**src/common/rag_pkg.sv**
```systemverilog
`default_nettype none
package rag_pkg;
   // ==========================================================
   // Widths
   localparam int PC_W = 14;
   localparam int ROM_W = 10;
   localparam int RAM_AW = 10;
   localparam int NIB_W = 4;
   localparam int WPTR_W = 2;
   localparam int PAGE_LSB = 8;
   localparam int ZP_W = 6;
   // ==========================================================
   // Field positions in a referenced ROM word
   localparam int FLAG_ACC_BIT = 8;
   localparam int FLAG_PORT_BIT = 9;
   // ==========================================================
   // Fixed addresses and reset values
   localparam logic [9:0] MEMREG_BASE = 10'h040;
   localparam logic [13:0] PC_RST = 14'h0000;
   localparam logic [13:0] PC_STEP = 14'h0001;
   localparam logic [9:0] RAM_ADDR_RST = 10'h000;
   localparam logic [3:0] NIB_RST = 4'h0;
   // ==========================================================
   // RAM addressing modes
   localparam logic [1:0] RAM_MODE_IND = 2'h0;
   localparam logic [1:0] RAM_MODE_DIR = 2'h1;
   localparam logic [1:0] RAM_MODE_MREG = 2'h2;
   // ==========================================================
   // Instruction classes handed over by the decoder
   typedef enum logic [3:0] {
      OP_SEQ,
      OP_LONG,
      OP_PAGE,
      OP_ZCALL,
      OP_TBR,
      OP_TREF,
      OP_RAM_IND,
      OP_RAM_DIR,
      OP_MEMREG
   } rag_op_t;
endpackage
`default_nettype wire

```
**src/common/rag_ram_if.sv**
```systemverilog
`timescale 1ns/1ps
`default_nettype none
interface rag_ram_if;
   logic req;
   logic [1:0] mode;
   logic [1:0] wptr;
   logic [3:0] xptr;
   logic [3:0] yptr;
   logic [9:0] dir_word;
   logic [3:0] mreg_idx;
   logic [9:0] addr;
   logic valid;
   modport core (
      output req, mode, wptr, xptr, yptr, dir_word, mreg_idx,
      input addr, valid
   );
   modport gen (
      input req, mode, wptr, xptr, yptr, dir_word, mreg_idx,
      output addr, valid
   );
endinterface
`default_nettype wire

```
**src/design/rag_addr_gen.sv**
```systemverilog
`timescale 1ns/1ps
`default_nettype none
module rag_addr_gen (
   // Clock and reset
   input wire logic clk_in,
   input wire logic rst_n_in,
   // Decoded instruction
   input wire logic op_valid_in,
   input wire rag_pkg::rag_op_t op_kind_in,
   input wire logic [13:0] imm_in,
   output logic ready_out,
   // Core register contents
   input wire logic [3:0] acc_in,
   input wire logic [3:0] breg_in,
   input wire logic [1:0] wptr_in,
   input wire logic [3:0] xptr_in,
   input wire logic [3:0] yptr_in,
   // Program ROM
   output logic [13:0] rom_addr_out,
   input wire logic [9:0] rom_data_in,
   // Program counter
   output logic [13:0] program_counter_out,
   // Data RAM
   output logic [9:0] ram_addr_out,
   output logic ram_addr_valid_out,
   // Table reference results
   output logic acc_wr_out,
   output logic [3:0] acc_data_out,
   output logic [3:0] breg_data_out,
   output logic port_wr_out,
   output logic [3:0] r1_data_out,
   output logic [3:0] r2_data_out
);
   typedef enum logic [1:0] {
      ST_IDLE,
      ST_DIR,
      ST_TREF
   } rag_state_t;

   rag_state_t state_r;
   rag_state_t state_nxt;
   logic [13:0] pc_r;
   logic [13:0] pc_nxt;
   logic [13:0] pc_inc;
   logic [13:0] tbl_addr;
   logic [13:0] rom_addr_r;
   logic [13:0] rom_addr_nxt;
   logic take;
   logic acc_wr_r;
   logic port_wr_r;
   logic [3:0] acc_r;
   logic [3:0] breg_r;
   logic [3:0] r1_r;
   logic [3:0] r2_r;

   rag_ram_if ram ();

   rag_ram_addr u_ram_addr (
      .clk_in(clk_in),
      .rst_n_in(rst_n_in),
      .bus(ram)
   );

   // ==========================================================
   // Request acceptance
   // A two-word or table access holds the decoder off for one cycle, so the
   // ROM port is never wanted by two things at once.
   assign ready_out = state_r == ST_IDLE;
   assign take = op_valid_in && ready_out;
   assign pc_inc = pc_r + rag_pkg::PC_STEP;
   assign tbl_addr = {2'b00, imm_in[3:0], acc_in, breg_in};

   always_comb begin
      state_nxt = state_r;
      case (state_r)
         ST_IDLE: begin
            if (take && op_kind_in == rag_pkg::OP_RAM_DIR) begin
               state_nxt = ST_DIR;
            end else if (take && op_kind_in == rag_pkg::OP_TREF) begin
               state_nxt = ST_TREF;
            end
         end
         ST_DIR: state_nxt = ST_IDLE;
         ST_TREF: state_nxt = ST_IDLE;
         default: state_nxt = ST_IDLE;
      endcase
   end

   always_ff @(posedge clk_in or negedge rst_n_in) begin
      if (!rst_n_in) begin
         state_r <= ST_IDLE;
      end else begin
         state_r <= state_nxt;
      end
   end

   // ==========================================================
   // Program counter
   // The page branch takes its page from the stepped counter, so a branch in
   // the last word of a page lands in the next page.
   always_comb begin
      pc_nxt = pc_r;
      if (state_r == ST_DIR) begin
         pc_nxt = pc_inc;
      end else if (take) begin
         case (op_kind_in)
            rag_pkg::OP_LONG: pc_nxt = imm_in;
            rag_pkg::OP_PAGE: pc_nxt = {pc_inc[13:8], imm_in[7:0]};
            rag_pkg::OP_ZCALL: pc_nxt = {8'h00, imm_in[5:0]};
            rag_pkg::OP_TBR: pc_nxt = tbl_addr;
            rag_pkg::OP_TREF: pc_nxt = pc_inc;
            default: pc_nxt = pc_inc;
         endcase
      end
   end

   always_ff @(posedge clk_in or negedge rst_n_in) begin
      if (!rst_n_in) begin
         pc_r <= rag_pkg::PC_RST;
      end else begin
         pc_r <= pc_nxt;
      end
   end

   // ==========================================================
   // ROM address
   // The ROM is read asynchronously: its word belongs to the address shown
   // in the same cycle. A table reference borrows the port for one cycle.
   always_comb begin
      if (take && op_kind_in == rag_pkg::OP_TREF) begin
         rom_addr_nxt = tbl_addr;
      end else begin
         rom_addr_nxt = pc_nxt;
      end
   end

   always_ff @(posedge clk_in or negedge rst_n_in) begin
      if (!rst_n_in) begin
         rom_addr_r <= rag_pkg::PC_RST;
      end else begin
         rom_addr_r <= rom_addr_nxt;
      end
   end

   // ==========================================================
   // RAM address requests
   always_comb begin
      ram.req = 1'b0;
      ram.mode = rag_pkg::RAM_MODE_IND;
      if (state_r == ST_DIR) begin
         ram.req = 1'b1;
         ram.mode = rag_pkg::RAM_MODE_DIR;
      end else if (take && op_kind_in == rag_pkg::OP_RAM_IND) begin
         ram.req = 1'b1;
         ram.mode = rag_pkg::RAM_MODE_IND;
      end else if (take && op_kind_in == rag_pkg::OP_MEMREG) begin
         ram.req = 1'b1;
         ram.mode = rag_pkg::RAM_MODE_MREG;
      end
   end

   assign ram.wptr = wptr_in;
   assign ram.xptr = xptr_in;
   assign ram.yptr = yptr_in;
   assign ram.dir_word = rom_data_in;
   assign ram.mreg_idx = imm_in[3:0];

   // ==========================================================
   // Table reference write-back
   always_ff @(posedge clk_in or negedge rst_n_in) begin
      if (!rst_n_in) begin
         acc_wr_r <= 1'b0;
         port_wr_r <= 1'b0;
      end else begin
         acc_wr_r <= state_r == ST_TREF && rom_data_in[rag_pkg::FLAG_ACC_BIT];
         port_wr_r <= state_r == ST_TREF && rom_data_in[rag_pkg::FLAG_PORT_BIT];
      end
   end

   always_ff @(posedge clk_in or negedge rst_n_in) begin
      if (!rst_n_in) begin
         acc_r <= rag_pkg::NIB_RST;
         breg_r <= rag_pkg::NIB_RST;
      end else if (state_r == ST_TREF && rom_data_in[rag_pkg::FLAG_ACC_BIT]) begin
         acc_r <= rom_data_in[7:4];
         breg_r <= rom_data_in[3:0];
      end
   end

   // The port output registers live here, so they keep their value between
   // table references.
   always_ff @(posedge clk_in or negedge rst_n_in) begin
      if (!rst_n_in) begin
         r1_r <= rag_pkg::NIB_RST;
         r2_r <= rag_pkg::NIB_RST;
      end else if (state_r == ST_TREF && rom_data_in[rag_pkg::FLAG_PORT_BIT]) begin
         r1_r <= rom_data_in[7:4];
         r2_r <= rom_data_in[3:0];
      end
   end

   // ==========================================================
   // Outputs
   assign program_counter_out = pc_r;
   assign rom_addr_out = rom_addr_r;
   assign ram_addr_out = ram.addr;
   assign ram_addr_valid_out = ram.valid;
   assign acc_wr_out = acc_wr_r;
   assign acc_data_out = acc_r;
   assign breg_data_out = breg_r;
   assign port_wr_out = port_wr_r;
   assign r1_data_out = r1_r;
   assign r2_data_out = r2_r;
endmodule
`default_nettype wire

```
**src/design/rag_ram_addr.sv**
```systemverilog
`timescale 1ns/1ps
`default_nettype none
module rag_ram_addr (
   // Clock and reset
   input wire logic clk_in,
   input wire logic rst_n_in,
   // Request from the sequencer
   rag_ram_if.gen bus
);
   logic [9:0] addr_r;
   logic valid_r;
   logic mreg_r;

   // ==========================================================
   // Address former
   always_ff @(posedge clk_in or negedge rst_n_in) begin
      if (!rst_n_in) begin
         addr_r <= rag_pkg::RAM_ADDR_RST;
      end else if (bus.req) begin
         case (bus.mode)
            rag_pkg::RAM_MODE_IND: addr_r <= {bus.wptr, bus.xptr, bus.yptr};
            rag_pkg::RAM_MODE_DIR: addr_r <= bus.dir_word;
            rag_pkg::RAM_MODE_MREG: addr_r <= rag_pkg::MEMREG_BASE | {6'h00, bus.mreg_idx};
            default: addr_r <= addr_r;
         endcase
      end
   end

   always_ff @(posedge clk_in or negedge rst_n_in) begin
      if (!rst_n_in) begin
         valid_r <= 1'b0;
         mreg_r <= 1'b0;
      end else begin
         valid_r <= bus.req;
         mreg_r <= bus.req && bus.mode == rag_pkg::RAM_MODE_MREG;
      end
   end

   assign bus.addr = addr_r;
   assign bus.valid = valid_r;
endmodule
`default_nettype wire
```
**config.mk**
```make
export PLATFORM = sky130hd
export DESIGN_NAME = rag_addr_gen
export DESIGN_NICKNAME = d
export VERILOG_FILES = /design/src/common/rag_pkg.sv /design/src/common/rag_ram_if.sv /design/src/design/rag_addr_gen.sv /design/src/design/rag_ram_addr.sv
export SDC_FILE = /design/constraint.sdc
export NUM_CORES = 1
export LEC_CHECK = 0
export ABC_AREA = 1
export ABC_CLOCK_PERIOD_IN_PS = 1490
export BUFFER_PORTS_ARGS = -buffer_cell sky130_fd_sc_hd__buf_2
export CAP_MARGIN = 20
export CELL_PAD_IN_SITES_DETAIL_PLACEMENT = 1
export CELL_PAD_IN_SITES_GLOBAL_PLACEMENT = 1
export CORE_ASPECT_RATIO = 1.75
export CORE_MARGIN = 2
export CORE_UTILIZATION = 32
export DETAILED_ROUTE_END_ITERATION = 6
export PLACE_DENSITY = 0.8
export SLEW_MARGIN = 15
export SYNTH_ARGS = -nofsm -noshare
export SYNTH_HDL_FRONTEND = slang
export SYNTH_SLANG_ARGS = --single-unit
```
**constraint.sdc**
```tcl
create_clock -name clk_in -period 1.49 [get_ports clk_in]
set_input_delay 0.149 -clock clk_in [delete_from_list [all_inputs] [get_ports clk_in]]
set_output_delay 0.149 -clock clk_in [all_outputs]
set_load 0.005 [all_outputs]
```
==> impl_metrics.env, run 1 <==
export IMPL_status="finished with violations"
export IMPL_violations="setup timing"
export IMPL_cts_buffer_depth=2
export IMPL_ctsHtreeMaxLevel=3
export IMPL_insertion_delay_ns=0.34
export IMPL_yosysUniqueCellTypes=29
export IMPL_critPathLaunch="program_counter_out[1]$_DFF_PN0_"
export IMPL_reg2reg_from="program_counter_out[1]$_DFF_PN0_"
export IMPL_ir_drop_mv=0.686
export IMPL_row_count=47
export IMPL_crit_end="rom_addr_out[7]$_DFF_PN0_"
export IMPL_num_antenna_cells=0
export IMPL_dieArea_um2=10600
export IMPL_viasPerCell=5.14
export IMPL_tightest_slew_ns=0.409
export IMPL_nFillCells=1211
export IMPL_p_total_mw=6.57
export IMPL_clk_pin_slew_ns=0.06
export IMPL_antenna_found_initial=0
export IMPL_min_period_ns=1.57
export IMPL_synthesis_yosys_warnings=0
export IMPL_topRoutingLayerUsed="met4"
export IMPL_finalSetupViolations=15
export IMPL_chipHeight_um=135
export IMPL_fin_skew_ns=0.00878
export IMPL_grt_pass1_vias=3895
export IMPL_rsz0062_at_grt="yes"
export IMPL_hold_ws_ns=0.0342
export IMPL_drtIter0Drc=148
export IMPL_cellLeakagePower_nw=2.43
export IMPL_syn_nets=473
export IMPL_path_cells="buf_6, nand2_1, nor2_1, buf_4, nand2_4, xor2_2, nand2_1, nand2_1, nand2_1, nand2_2, nand2_1, nand2_1"
export IMPL_wl_met3_um=461
export IMPL_r2r_setup_slack_ns=-0.08
export IMPL_critPathKind="reg -> reg"
export IMPL_syn_avg_cell_area_um2=7.41
export IMPL_timing_hold_violations_final=0
export IMPL_io_buffers=106
export IMPL_p_per_area_nw_per_um2=1400
export IMPL_worstPathMaxFanout=5
export IMPL_final_max_slew_viol_count=0
export IMPL_ant_nets=0
export IMPL_root_buffer="clkbuf_16"
export IMPL_cts_buffers=9
export IMPL_grtUsageTotal=0.241
export IMPL_endpoint_kind="flip-flop"
export IMPL_synth_area_um2=3140
export IMPL_max_slew_margin_rel=0.726
export IMPL_cts_tree="done"
export IMPL_drive_gt1_frac=0.379
export IMPL_r2r_end="rom_addr_out[7]$_DFF_PN0_"
export IMPL_gp_congestion=0.847
export IMPL_crit_path_frequent_cell="nand2_1"
export IMPL_yosysSeqAreaShare=0.471
export IMPL_cpPeakStageDelay_ns=0.41
export IMPL_m1WireLength_mm=4.41
export IMPL_layout_nets=623
export IMPL_ioPinCount=107
export IMPL_cp_slowest_cell="dfrtp_1"
export IMPL_clock_sinks=59
export IMPL_period_share=1.06
export IMPL_critPathLaunchType="flip-flop"
export IMPL_drcViolationCount=0
export IMPL_setup_ws_ns=-0.0849
export IMPL_dp_hpwl_mm=8.51
export IMPL_num_vias=3595
export IMPL_critical_path_required_ns=1.71
export IMPL_wl_per_cell_um=18.1
export IMPL_grt_pass1_wl_mm=19.6
export IMPL_hold_path_class="in -> reg"
export IMPL_met2_length_mm=7.32
export IMPL_start_util=0.329
export IMPL_dp_slack_ns=-0.0744
export IMPL_area_growth_pct=49.5
export IMPL_cp_arrival_ns=1.80
export IMPL_fin_area_um2=4690
export IMPL_fin_setup_tns_ns=-0.445
export IMPL_globalRouteOverflowTotal=0
export IMPL_wl_mm=12.7
export IMPL_grt_max_degree=60
export IMPL_r2r_cells=12
export IMPL_die_w_um=78.8
export IMPL_coreArea_um2=9530
export IMPL_postSynthCellCount=423
export IMPL_max_cap_violations=0
export IMPL_fmax_ghz=0.635
export IMPL_synth_seq_cells=59
export IMPL_place_area_um2=4040
export IMPL_drt_pass1_iterations=4
layout make-up:
cell class	instances	area, µm²	area share
timing repair buffer	153	997	0.213
clock buffer	9	225	0.0480
tap	122	153	0.0326
sequential	59	1480	0.315
inverter	40	164	0.0350
multi-input combinational	310	1580	0.337
clock inverter	7	92.6	0.0197
stage by stage:
step,instances,util
after floorplan,423,-
after global placement,669,0.424
after detailed placement,669,0.424
after CTS,693,0.471
after global routing,700,0.492
final,700,0.492
power breakdown:
part	total, mW	switching [mW]	leakage (nW)	internal, mW
logic	2.11	1.16	1.58	0.958
clock network	2.22	0.769	0.147	1.46
registers	2.23	0.259	0.698	1.97
total	6.57	2.18	2.43	4.38
synthesized netlist by cell type:
master,n,area (µm²)
o221ai_1,1,8.76
nand4_1,4,25.0
nand3_2,2,20.0
o211ai_1,1,7.51
a31oi_1,6,37.5
xnor2_1,1,8.76
nand2_1,166,623
a41oi_1,1,8.76
xor2_1,6,52.6
buf_6,2,22.5
o21ai_0,26,130
inv_1,37,139
dfrtp_1,59,1480
a41oi_2,3,48.8
nand2_2,2,12.5
or2_2,1,6.26
ha_1,1,12.5
inv_2,3,11.3
nand3b_1,1,7.51
o21ai_1,2,10.0
nor2_1,35,131
nor2_2,6,37.5
nor3_2,2,20.0
a21oi_1,17,85.1
buf_2,5,25.0
nor3_1,1,5.00
buf_4,3,22.5
nand3_1,25,125
clkbuf_1,4,15.0
what timing repair did:
item                                    CTS  global route
hold endpoints to repair                 59             0
pin swaps                                 6            17
buffers inserted                          7             6
hold buffers                              1             0
endpoints found under the setup margin   18            39
cloned                                    0             1
gates resized for setup                  13            38
cells in the final DEF, fill, tap and decap left out, drive strengths merged, types with 2 or more instances in the layout:
| cell type | count |
|---|---|
| nand2 | 168 |
| buf | 151 |
| dfrtp | 59 |
| nor2 | 41 |
| inv | 38 |
| o21ai | 28 |
| nand3 | 27 |
| a21oi | 17 |
| clkbuf | 10 |
| a31oi | 6 |
| xor2 | 6 |
| nand4 | 4 |
| clkinvlp | 4 |
| a41oi | 4 |
| nor3 | 3 |
| clkinv | 3 |
| bufinv | 2 |
per-layer routing:
metal	up-vias	track usage
li1	1645	-
met5	-	0
met3	30	0.0348
met2	112	0.453
met4	0	0.135
met1	1808	0.249
kinds of logic after synthesis:
family | count (synthesis) | share of synthesized area
xor+xnor | 7 | 0.0196
fa+ha+maj | 1 | 0.00399
compound gates | 57 | 0.107
flops | 59 | 0.471
buf+inv | 54 | 0.0750
simple gates | 245 | 0.323
worst min-delay path by stage:
stage,to,from,depth (start not counted)
after floorplan,acc_data_out[0]$_DFFE_PN0P_,rst_n_in,0
after global placement,u_ram_addr.bus.valid$_DFF_PN0_,rst_n_in,2
after detailed placement,u_ram_addr.bus.addr[5]$_DFFE_PN0P_,rst_n_in,2
after CTS,rom_addr_out[3]$_DFF_PN0_,breg_in[3],3
after global routing,rom_addr_out[2]$_DFF_PN0_,breg_in[2],3
final,rom_addr_out[3]$_DFF_PN0_,breg_in[3],3
state kept, by name (all words and copies together) (netlist names):
name                  flops
acc_data_out              4
state_r                   2
u_ram_addr.bus.valid      1
program_counter_out      14
breg_data_out             4
rom_addr_out             14
u_ram_addr.bus.addr      10
r1_data_out               4
r2_data_out               4
port_wr_out               1
acc_wr_out                1
worst max-delay path: cells and delay by family, from the launching register on:
kind / cells / cell delay (ns)
flip-flops: 1 / 0.41
XOR/XNOR: 1 / 0.17
buffers and inverters: 2 / 0.30
AND/OR/NAND/NOR: 9 / 0.57
No activity file was read; power rests on OpenSTA's default activity.
==> run 2: changes to the inputs <==
--- a/config.mk
+++ b/config.mk
@@ -5,7 +5,6 @@
 export SDC_FILE = /design/constraint.sdc
 export NUM_CORES = 1
 export LEC_CHECK = 0
-export ABC_AREA = 1
 export ABC_CLOCK_PERIOD_IN_PS = 1490
 export BUFFER_PORTS_ARGS = -buffer_cell sky130_fd_sc_hd__buf_2
 export CAP_MARGIN = 20
@@ -13,9 +12,9 @@
 export CELL_PAD_IN_SITES_GLOBAL_PLACEMENT = 1
 export CORE_ASPECT_RATIO = 1.75
 export CORE_MARGIN = 2
-export CORE_UTILIZATION = 32
+export CORE_UTILIZATION = 35
 export DETAILED_ROUTE_END_ITERATION = 6
-export PLACE_DENSITY = 0.8
+export PLACE_DENSITY = 0.81
 export SLEW_MARGIN = 15
 export SYNTH_ARGS = -nofsm -noshare
 export SYNTH_HDL_FRONTEND = slang
==> impl_metrics.env, run 2 <==
export IMPL_status="finished with violations"
export IMPL_violations="DRC, setup timing"
export IMPL_ir_drop_mv=0.810
export IMPL_final_max_slew_viol_count=0
export IMPL_drive_gt1_frac=0.658
export IMPL_path_buf_inv=1
export IMPL_p_int_mw=4.41
export IMPL_num_vias=3631
export IMPL_synth_seq_cells=59
export IMPL_yosys_area_top_type_share=0.461
export IMPL_ioPinCount=107
export IMPL_critical_path_required_ns=1.71
export IMPL_grt_max_degree=60
export IMPL_synth_area_top_cells="dfrtp_1, mux2_2, mux2_4, nor2_1, a21oi_1"
export IMPL_synth_edf_count=0
export IMPL_switching_share=0.357
export IMPL_yosysUniqueCellTypes=60
export IMPL_cpPeakStageDelay_ns=0.49
export IMPL_finalSetupViolations=53
export IMPL_wl_mm=16.2
export IMPL_grtUsageTotal=0.289
export IMPL_hold_ws_ns=0.0558
export IMPL_layout_commonest_cell="buf_2"
export IMPL_dieArea_um2=9960
export IMPL_syn_nets=349
export IMPL_globalRouteOverflowTotal=0
export IMPL_root_buffer="clkbuf_16"
export IMPL_cts_buffers=9
export IMPL_p_per_area_nw_per_um2=1290
export IMPL_gp_congestion=0.910
export IMPL_timing_hold_violations_final=0
export IMPL_clk_pin_slew_ns=0.05
export IMPL_synth_common_cells="dfrtp_1, nor2_1, mux2_2"
export IMPL_p_total_mw=6.86
export IMPL_io_buffers=106
export IMPL_worstPathMaxFanout=10
export IMPL_area_growth_pct=66.0
export IMPL_rsz0062_at_grt="yes"
export IMPL_ant_nets=0
export IMPL_viasPerCell=5.91
export IMPL_row_count=46
export IMPL_power_net_switching_mw=2.45
export IMPL_p_seq_frac=0.340
export IMPL_max_slew_margin_rel=0.437
export IMPL_endpoint_kind="flip-flop"
export IMPL_postSynthCellCount=299
export IMPL_clock_sinks=59
export IMPL_yosysSeqAreaShare=0.461
export IMPL_path_cells="or3b_4, buf_6, nor3_4, nor2_4, a22oi_1, a21oi_2"
export IMPL_fmax_ghz=0.513
export IMPL_grt_pass1_wl_mm=21.6
export IMPL_min_period_ns=1.95
export IMPL_setup_ws_ns=-0.461
export IMPL_synth_main_ff_cell="dfrtp_1"
export IMPL_fin_area_um2=5320
export IMPL_dp_hpwl_mm=8.71
export IMPL_coreArea_um2=8980
export IMPL_cp_slowest_cell="or3b_4"
export IMPL_cp_arrival_ns=2.17
export IMPL_ctsHtreeMaxLevel=3
export IMPL_wl_per_cell_um=26.4
export IMPL_place_area_um2=4300
export IMPL_share_comb_of_total_power=0.374
export IMPL_chipHeight_um=131
export IMPL_fin_skew_ns=0.00820
export IMPL_drt_pass1_iterations=6
export IMPL_start_util=0.357
export IMPL_final_cell_mix="buf_2, buf_4, dfrtp_1"
export IMPL_yosysMostFrequentCell="dfrtp_1"
export IMPL_layout_nets=540
export IMPL_cts_tree="done"
export IMPL_critPathKind="reg -> reg"
export IMPL_drtIter0Drc=230
export IMPL_hold_path_class="in -> reg"
export IMPL_drcViolationCount=1
export IMPL_tightest_slew_ns=0.832
export IMPL_cts_buffer_depth=2
export IMPL_num_antenna_cells=0
export IMPL_cellLeakagePower_nw=2.50
export IMPL_synth_area_um2=3200
export IMPL_crit_family="simple AND/OR/NAND/NOR gates"
export IMPL_insertion_delay_ns=0.34
export IMPL_synthesis_yosys_warnings=0
export IMPL_synth_top_cell_by_area="dfrtp_1"
export IMPL_period_share=1.31
export IMPL_syn_avg_cell_area_um2=10.7
export IMPL_critPathLaunchType="flip-flop"
export IMPL_antenna_found_initial=0
export IMPL_die_w_um=76.3
export IMPL_clkPwrFrac=0.287
export IMPL_grt_pass1_vias=3821
export IMPL_max_cap_violations=0
export IMPL_async_reset_ff_frac=1.00
## run 2: power by group through the flow
stage | Sequential [mW] | Clock, mW | Combinational (mW)
3_3_place_gp | 2.22 | 0 | 1.85
4_1_cts | 2.26 | 1.89 | 2.23
3_5_place_dp | 2.24 | 0 | 1.94
6_report | 2.33 | 1.97 | 2.56
2_1_floorplan | 2.29 | 0 | 0.823
5_1_grt | 2.35 | 2.03 | 2.70
## run 2: final timing paths
path	cells after the start	slack [ns]	end	startpoint
max	6	-0.46	u_ram_addr.bus.addr[9]$_DFFE_PN0P_	state_r[1]$_DFFE_PN0P_
min	3	0.06	rom_addr_out[0]$_DFF_PN0_	breg_in[0]
max reg2reg	6	-0.46	u_ram_addr.bus.addr[9]$_DFFE_PN0P_	state_r[1]$_DFFE_PN0P_
min reg2reg	1	0.50	breg_data_out[1]$_DFFE_PN0P_	breg_data_out[1]$_DFFE_PN0P_
max in group asynchronous	3	0.84	program_counter_out[3]$_DFF_PN0_	rst_n_in
min in group asynchronous	3	0.33	rom_addr_out[11]$_DFF_PN0_	rst_n_in
## run 2: repair_timing
action | 4_1_cts | 5_1_grt
buffers inserted | 16 | 15
gates cloned | 1 | 0
resized for setup | 53 | 67
endpoints found under the hold margin | 59 | 0
pin swaps | 25 | 13
setup endpoints to repair | 38 | 50
hold buffers | 1 | 0
## run 2: cells by family after synthesis
group,Yosys count,synth area share
DFF,59,0.461
and+or+nand+nor,98,0.179
xor gates and xnor gates,7,0.0191
AOI/OAI and AO/OA,79,0.178
muxes,29,0.111
buffers and inverters,26,0.0488
adders and majority gates,1,0.00391
## run 2: routing by layer
metal / up-vias / GRT usage / part of all wire
met5: - / 0 / 0
met4: 0 / 0.209 / 0.073
met3: 91 / 0.0501 / 0.051
met2: 236 / 0.552 / 0.54
met1: 1821 / 0.280 / 0.33
li1: 1483 / - / -
## run 2: worst reg2reg max path, delay by kind of cell (launching register included)
family,cells,cell delay (ns)
AND/OR/NAND/NOR,3,0.91
flip-flops,1,0.41
buffers and inverters,1,0.18
AO/OA/AOI/OAI,2,0.34
## run 2: metrics by stage
step                      setup slack (ns)  setup TNS [ns]  cells   util
after detailed placement            -0.371           -8.15    569  0.479
after floorplan                     -0.286           -4.66    299      -
after global placement              -0.273           -6.01    569  0.479
final                               -0.461          -10.01    614  0.592
after CTS                           -0.265           -5.08    602  0.555
after global routing                -0.492          -11.55    614  0.592
## run 2: layout make-up
class / count / area (µm²)
Multi-Input combinational cell: 214 / 1950
Fill cell: 1006 / 3660
Timing Repair Buffer: 200 / 1430
Sequential cell: 59 / 1480
Tap cell: 120 / 150
Clock inverter: 5 / 30.0
Inverter: 6 / 35.0
Clock buffer: 10 / 239
==> run 3: changes to the inputs <==
--- a/config.mk
+++ b/config.mk
@@ -5,10 +5,10 @@
 export SDC_FILE = /design/constraint.sdc
 export NUM_CORES = 1
 export LEC_CHECK = 0
-export ABC_CLOCK_PERIOD_IN_PS = 1490
+export ABC_CLOCK_PERIOD_IN_PS = 1600
 export BUFFER_PORTS_ARGS = -buffer_cell sky130_fd_sc_hd__buf_2
 export CAP_MARGIN = 20
-export CELL_PAD_IN_SITES_DETAIL_PLACEMENT = 1
+export CELL_PAD_IN_SITES_DETAIL_PLACEMENT = 0
 export CELL_PAD_IN_SITES_GLOBAL_PLACEMENT = 1
 export CORE_ASPECT_RATIO = 1.75
 export CORE_MARGIN = 2
==> constraint.sdc (replaced) <==
create_clock -name clk_in -period 1.6 [get_ports clk_in]
set_input_delay 0.16 -clock clk_in [delete_from_list [all_inputs] [get_ports clk_in]]
set_output_delay 0.16 -clock clk_in [all_outputs]
set_load 0.005 [all_outputs]
==> impl_metrics.env, run 3 (synthesis gave the netlist of run 2 again) <==
export IMPL_status="finished with violations"
export IMPL_violations="setup timing"
export IMPL_p_seq_frac=0.357
export IMPL_p_per_area_nw_per_um2=1210
export IMPL_drcViolationCount=0
export IMPL_r2r_setup_slack_ns=-0.13
export IMPL_dieArea_um2=9960
export IMPL_io_buffers=106
export IMPL_place_area_um2=4210
export IMPL_final_max_slew_viol_count=0
export IMPL_wl_mm=10.2
export IMPL_area_growth_pct=52.7
export IMPL_share_comb_of_total_power=0.318
export IMPL_clock_sinks=59
export IMPL_cpPeakStageDelay_ns=0.46
export IMPL_num_vias=3066
export IMPL_stdcell_count=586
export IMPL_p_total_mw=5.89
export IMPL_setup_ws_ns=-0.126
export IMPL_dp_hpwl_mm=7.64
export IMPL_num_antenna_cells=0
export IMPL_p_int_mw=4.12
export IMPL_crit_path_frequent_cell="buf_12"
export IMPL_cts_tree="done"
export IMPL_row_count=46
export IMPL_path_cells="or3b_4, buf_12, o31ai_4, buf_6, buf_12, nor2_1, a31oi_1"
export IMPL_ioPinCount=107
export IMPL_fin_area_um2=4890
export IMPL_crit_end="u_ram_addr.bus.addr[1]$_DFFE_PN0P_"
export IMPL_post_place_cells=558
export IMPL_cp_depth=7
export IMPL_rsz0062_at_grt="yes"
export IMPL_start_util=0.357
export IMPL_cp_arrival_ns=1.96
export IMPL_clkPwrFrac=0.325
export IMPL_grt_pass1_wl_mm=15.4
export IMPL_gp_congestion=0.924
export IMPL_ant_nets=0
export IMPL_ctsHtreeMaxLevel=3
export IMPL_cts_buffer_depth=2
export IMPL_drtIter0Drc=123
export IMPL_crit_family="simple AND/OR/NAND/NOR gates"
export IMPL_clk_pin_slew_ns=0.05
export IMPL_grt_pass1_vias=3042
export IMPL_fmax_ghz=0.579
export IMPL_critPathLaunchType="flip-flop"
export IMPL_cellLeakagePower_nw=2.33
export IMPL_antenna_found_initial=0
export IMPL_root_buffer="clkbuf_16"
export IMPL_viasPerCell=5.23
export IMPL_timing_hold_violations_final=0
export IMPL_die_w_um=76.3
export IMPL_cts_buffers=9
export IMPL_coreArea_um2=8980
export IMPL_max_cap_violations=0
export IMPL_switching_share=0.302
export IMPL_period_share=1.08
export IMPL_wl_per_cell_um=17.5
export IMPL_dp_slack_ns=-0.255
export IMPL_critPathKind="reg -> reg"
export IMPL_layout_commonest_cell="buf_2"
export IMPL_reg2reg_from="state_r[0]$_DFFE_PN0P_"
export IMPL_final_cell_mix="buf_2, dfrtp_1, buf_4"
export IMPL_grt_max_degree=43
export IMPL_tightest_slew_ns=0.529
export IMPL_hold_ws_ns=0.0740
export IMPL_max_slew_margin_rel=0.642
export IMPL_r2r_end="u_ram_addr.bus.addr[1]$_DFFE_PN0P_"
export IMPL_hold_path_class="in -> reg"
export IMPL_drive_gt1_frac=0.556
export IMPL_power_net_switching_mw=1.78
export IMPL_fin_skew_ns=0.00462
export IMPL_path_buf_inv=3
export IMPL_insertion_delay_ns=0.32
export IMPL_fin_setup_tns_ns=-2.15
export IMPL_ir_drop_mv=0.510
export IMPL_chipHeight_um=131
export IMPL_final_util=0.544
export IMPL_cp_slowest_cell="or3b_4"
export IMPL_endpoint_kind="flip-flop"
export IMPL_worstPathMaxFanout=8
export IMPL_critPathLaunch="state_r[0]$_DFFE_PN0P_"
export IMPL_drt_pass1_iterations=6
export IMPL_min_period_ns=1.73
export IMPL_critical_path_required_ns=1.84
export IMPL_grtUsageTotal=0.202
export IMPL_finalSetupViolations=24
export IMPL_globalRouteOverflowTotal=0
export IMPL_r2r_cells=7
export IMPL_layout_nets=512
==> run 3: layer usage <==
layer / share of wire / track usage
met1: 0.36 / 0.206
met2: 0.55 / 0.381
met3: 0.045 / 0.0364
met4: 0.043 / 0.123
met5: 0 / 0
==> run 3: worst min-delay path by stage <==
| stage | from | to | slack, ns | cells after the start |
|---|---|---|---|---|
| floorplan | rst_n_in | acc_data_out[0]$_DFFE_PN0P_ | -0.14 | 0 |
| global placement | rst_n_in | rom_addr_out[11]$_DFF_PN0_ | 0.11 | 1 |
| detailed placement | rst_n_in | rom_addr_out[11]$_DFF_PN0_ | 0.13 | 1 |
| CTS | breg_in[0] | rom_addr_out[0]$_DFF_PN0_ | 0.07 | 3 |
| global route | breg_in[0] | rom_addr_out[0]$_DFF_PN0_ | 0.08 | 3 |
| finish | breg_in[0] | rom_addr_out[0]$_DFF_PN0_ | 0.07 | 3 |
==> run 3: worst reg2reg max path: cells and delay by family (launching register included) <==
kind | cells | cell delay, ns
and+or+nand+nor | 2 | 0.50
AOI/OAI and AO/OA | 2 | 0.31
buffers and inverters | 3 | 0.44
DFF | 1 | 0.39
==> run 3: power by group through the flow <==
stage | Combinational, mW | Sequential [mW] | Clock, mW
floorplan | 0.762 | 2.14 | 0
global placement | 1.68 | 2.07 | 0
detailed placement | 1.71 | 2.09 | 0
CTS | 1.77 | 2.07 | 1.95
global route | 2.03 | 2.15 | 2.02
finish | 1.87 | 2.11 | 1.91
==> run 3: layout make-up <==
type | instances | area, µm²
fill | 825 | 4090
multi-input combinational | 215 | 1810
sequential | 59 | 1480
timing repair buffer | 171 | 1130
clock buffer | 13 | 260
tap | 120 | 150
clock inverter | 2 | 35.0
inverter | 6 | 25.0
==> run 3: timing repair <==
| item | CTS | global route |
|---|---|---|
| setup buffers | 1 | 8 |
| setup endpoints to repair | 32 | 29 |
| gates cloned | 1 | 2 |
| pin swaps | 8 | 11 |
| hold buffers | 1 | 0 |
| gates resized for setup | 18 | 33 |
| hold endpoints to repair | 17 | 0 |
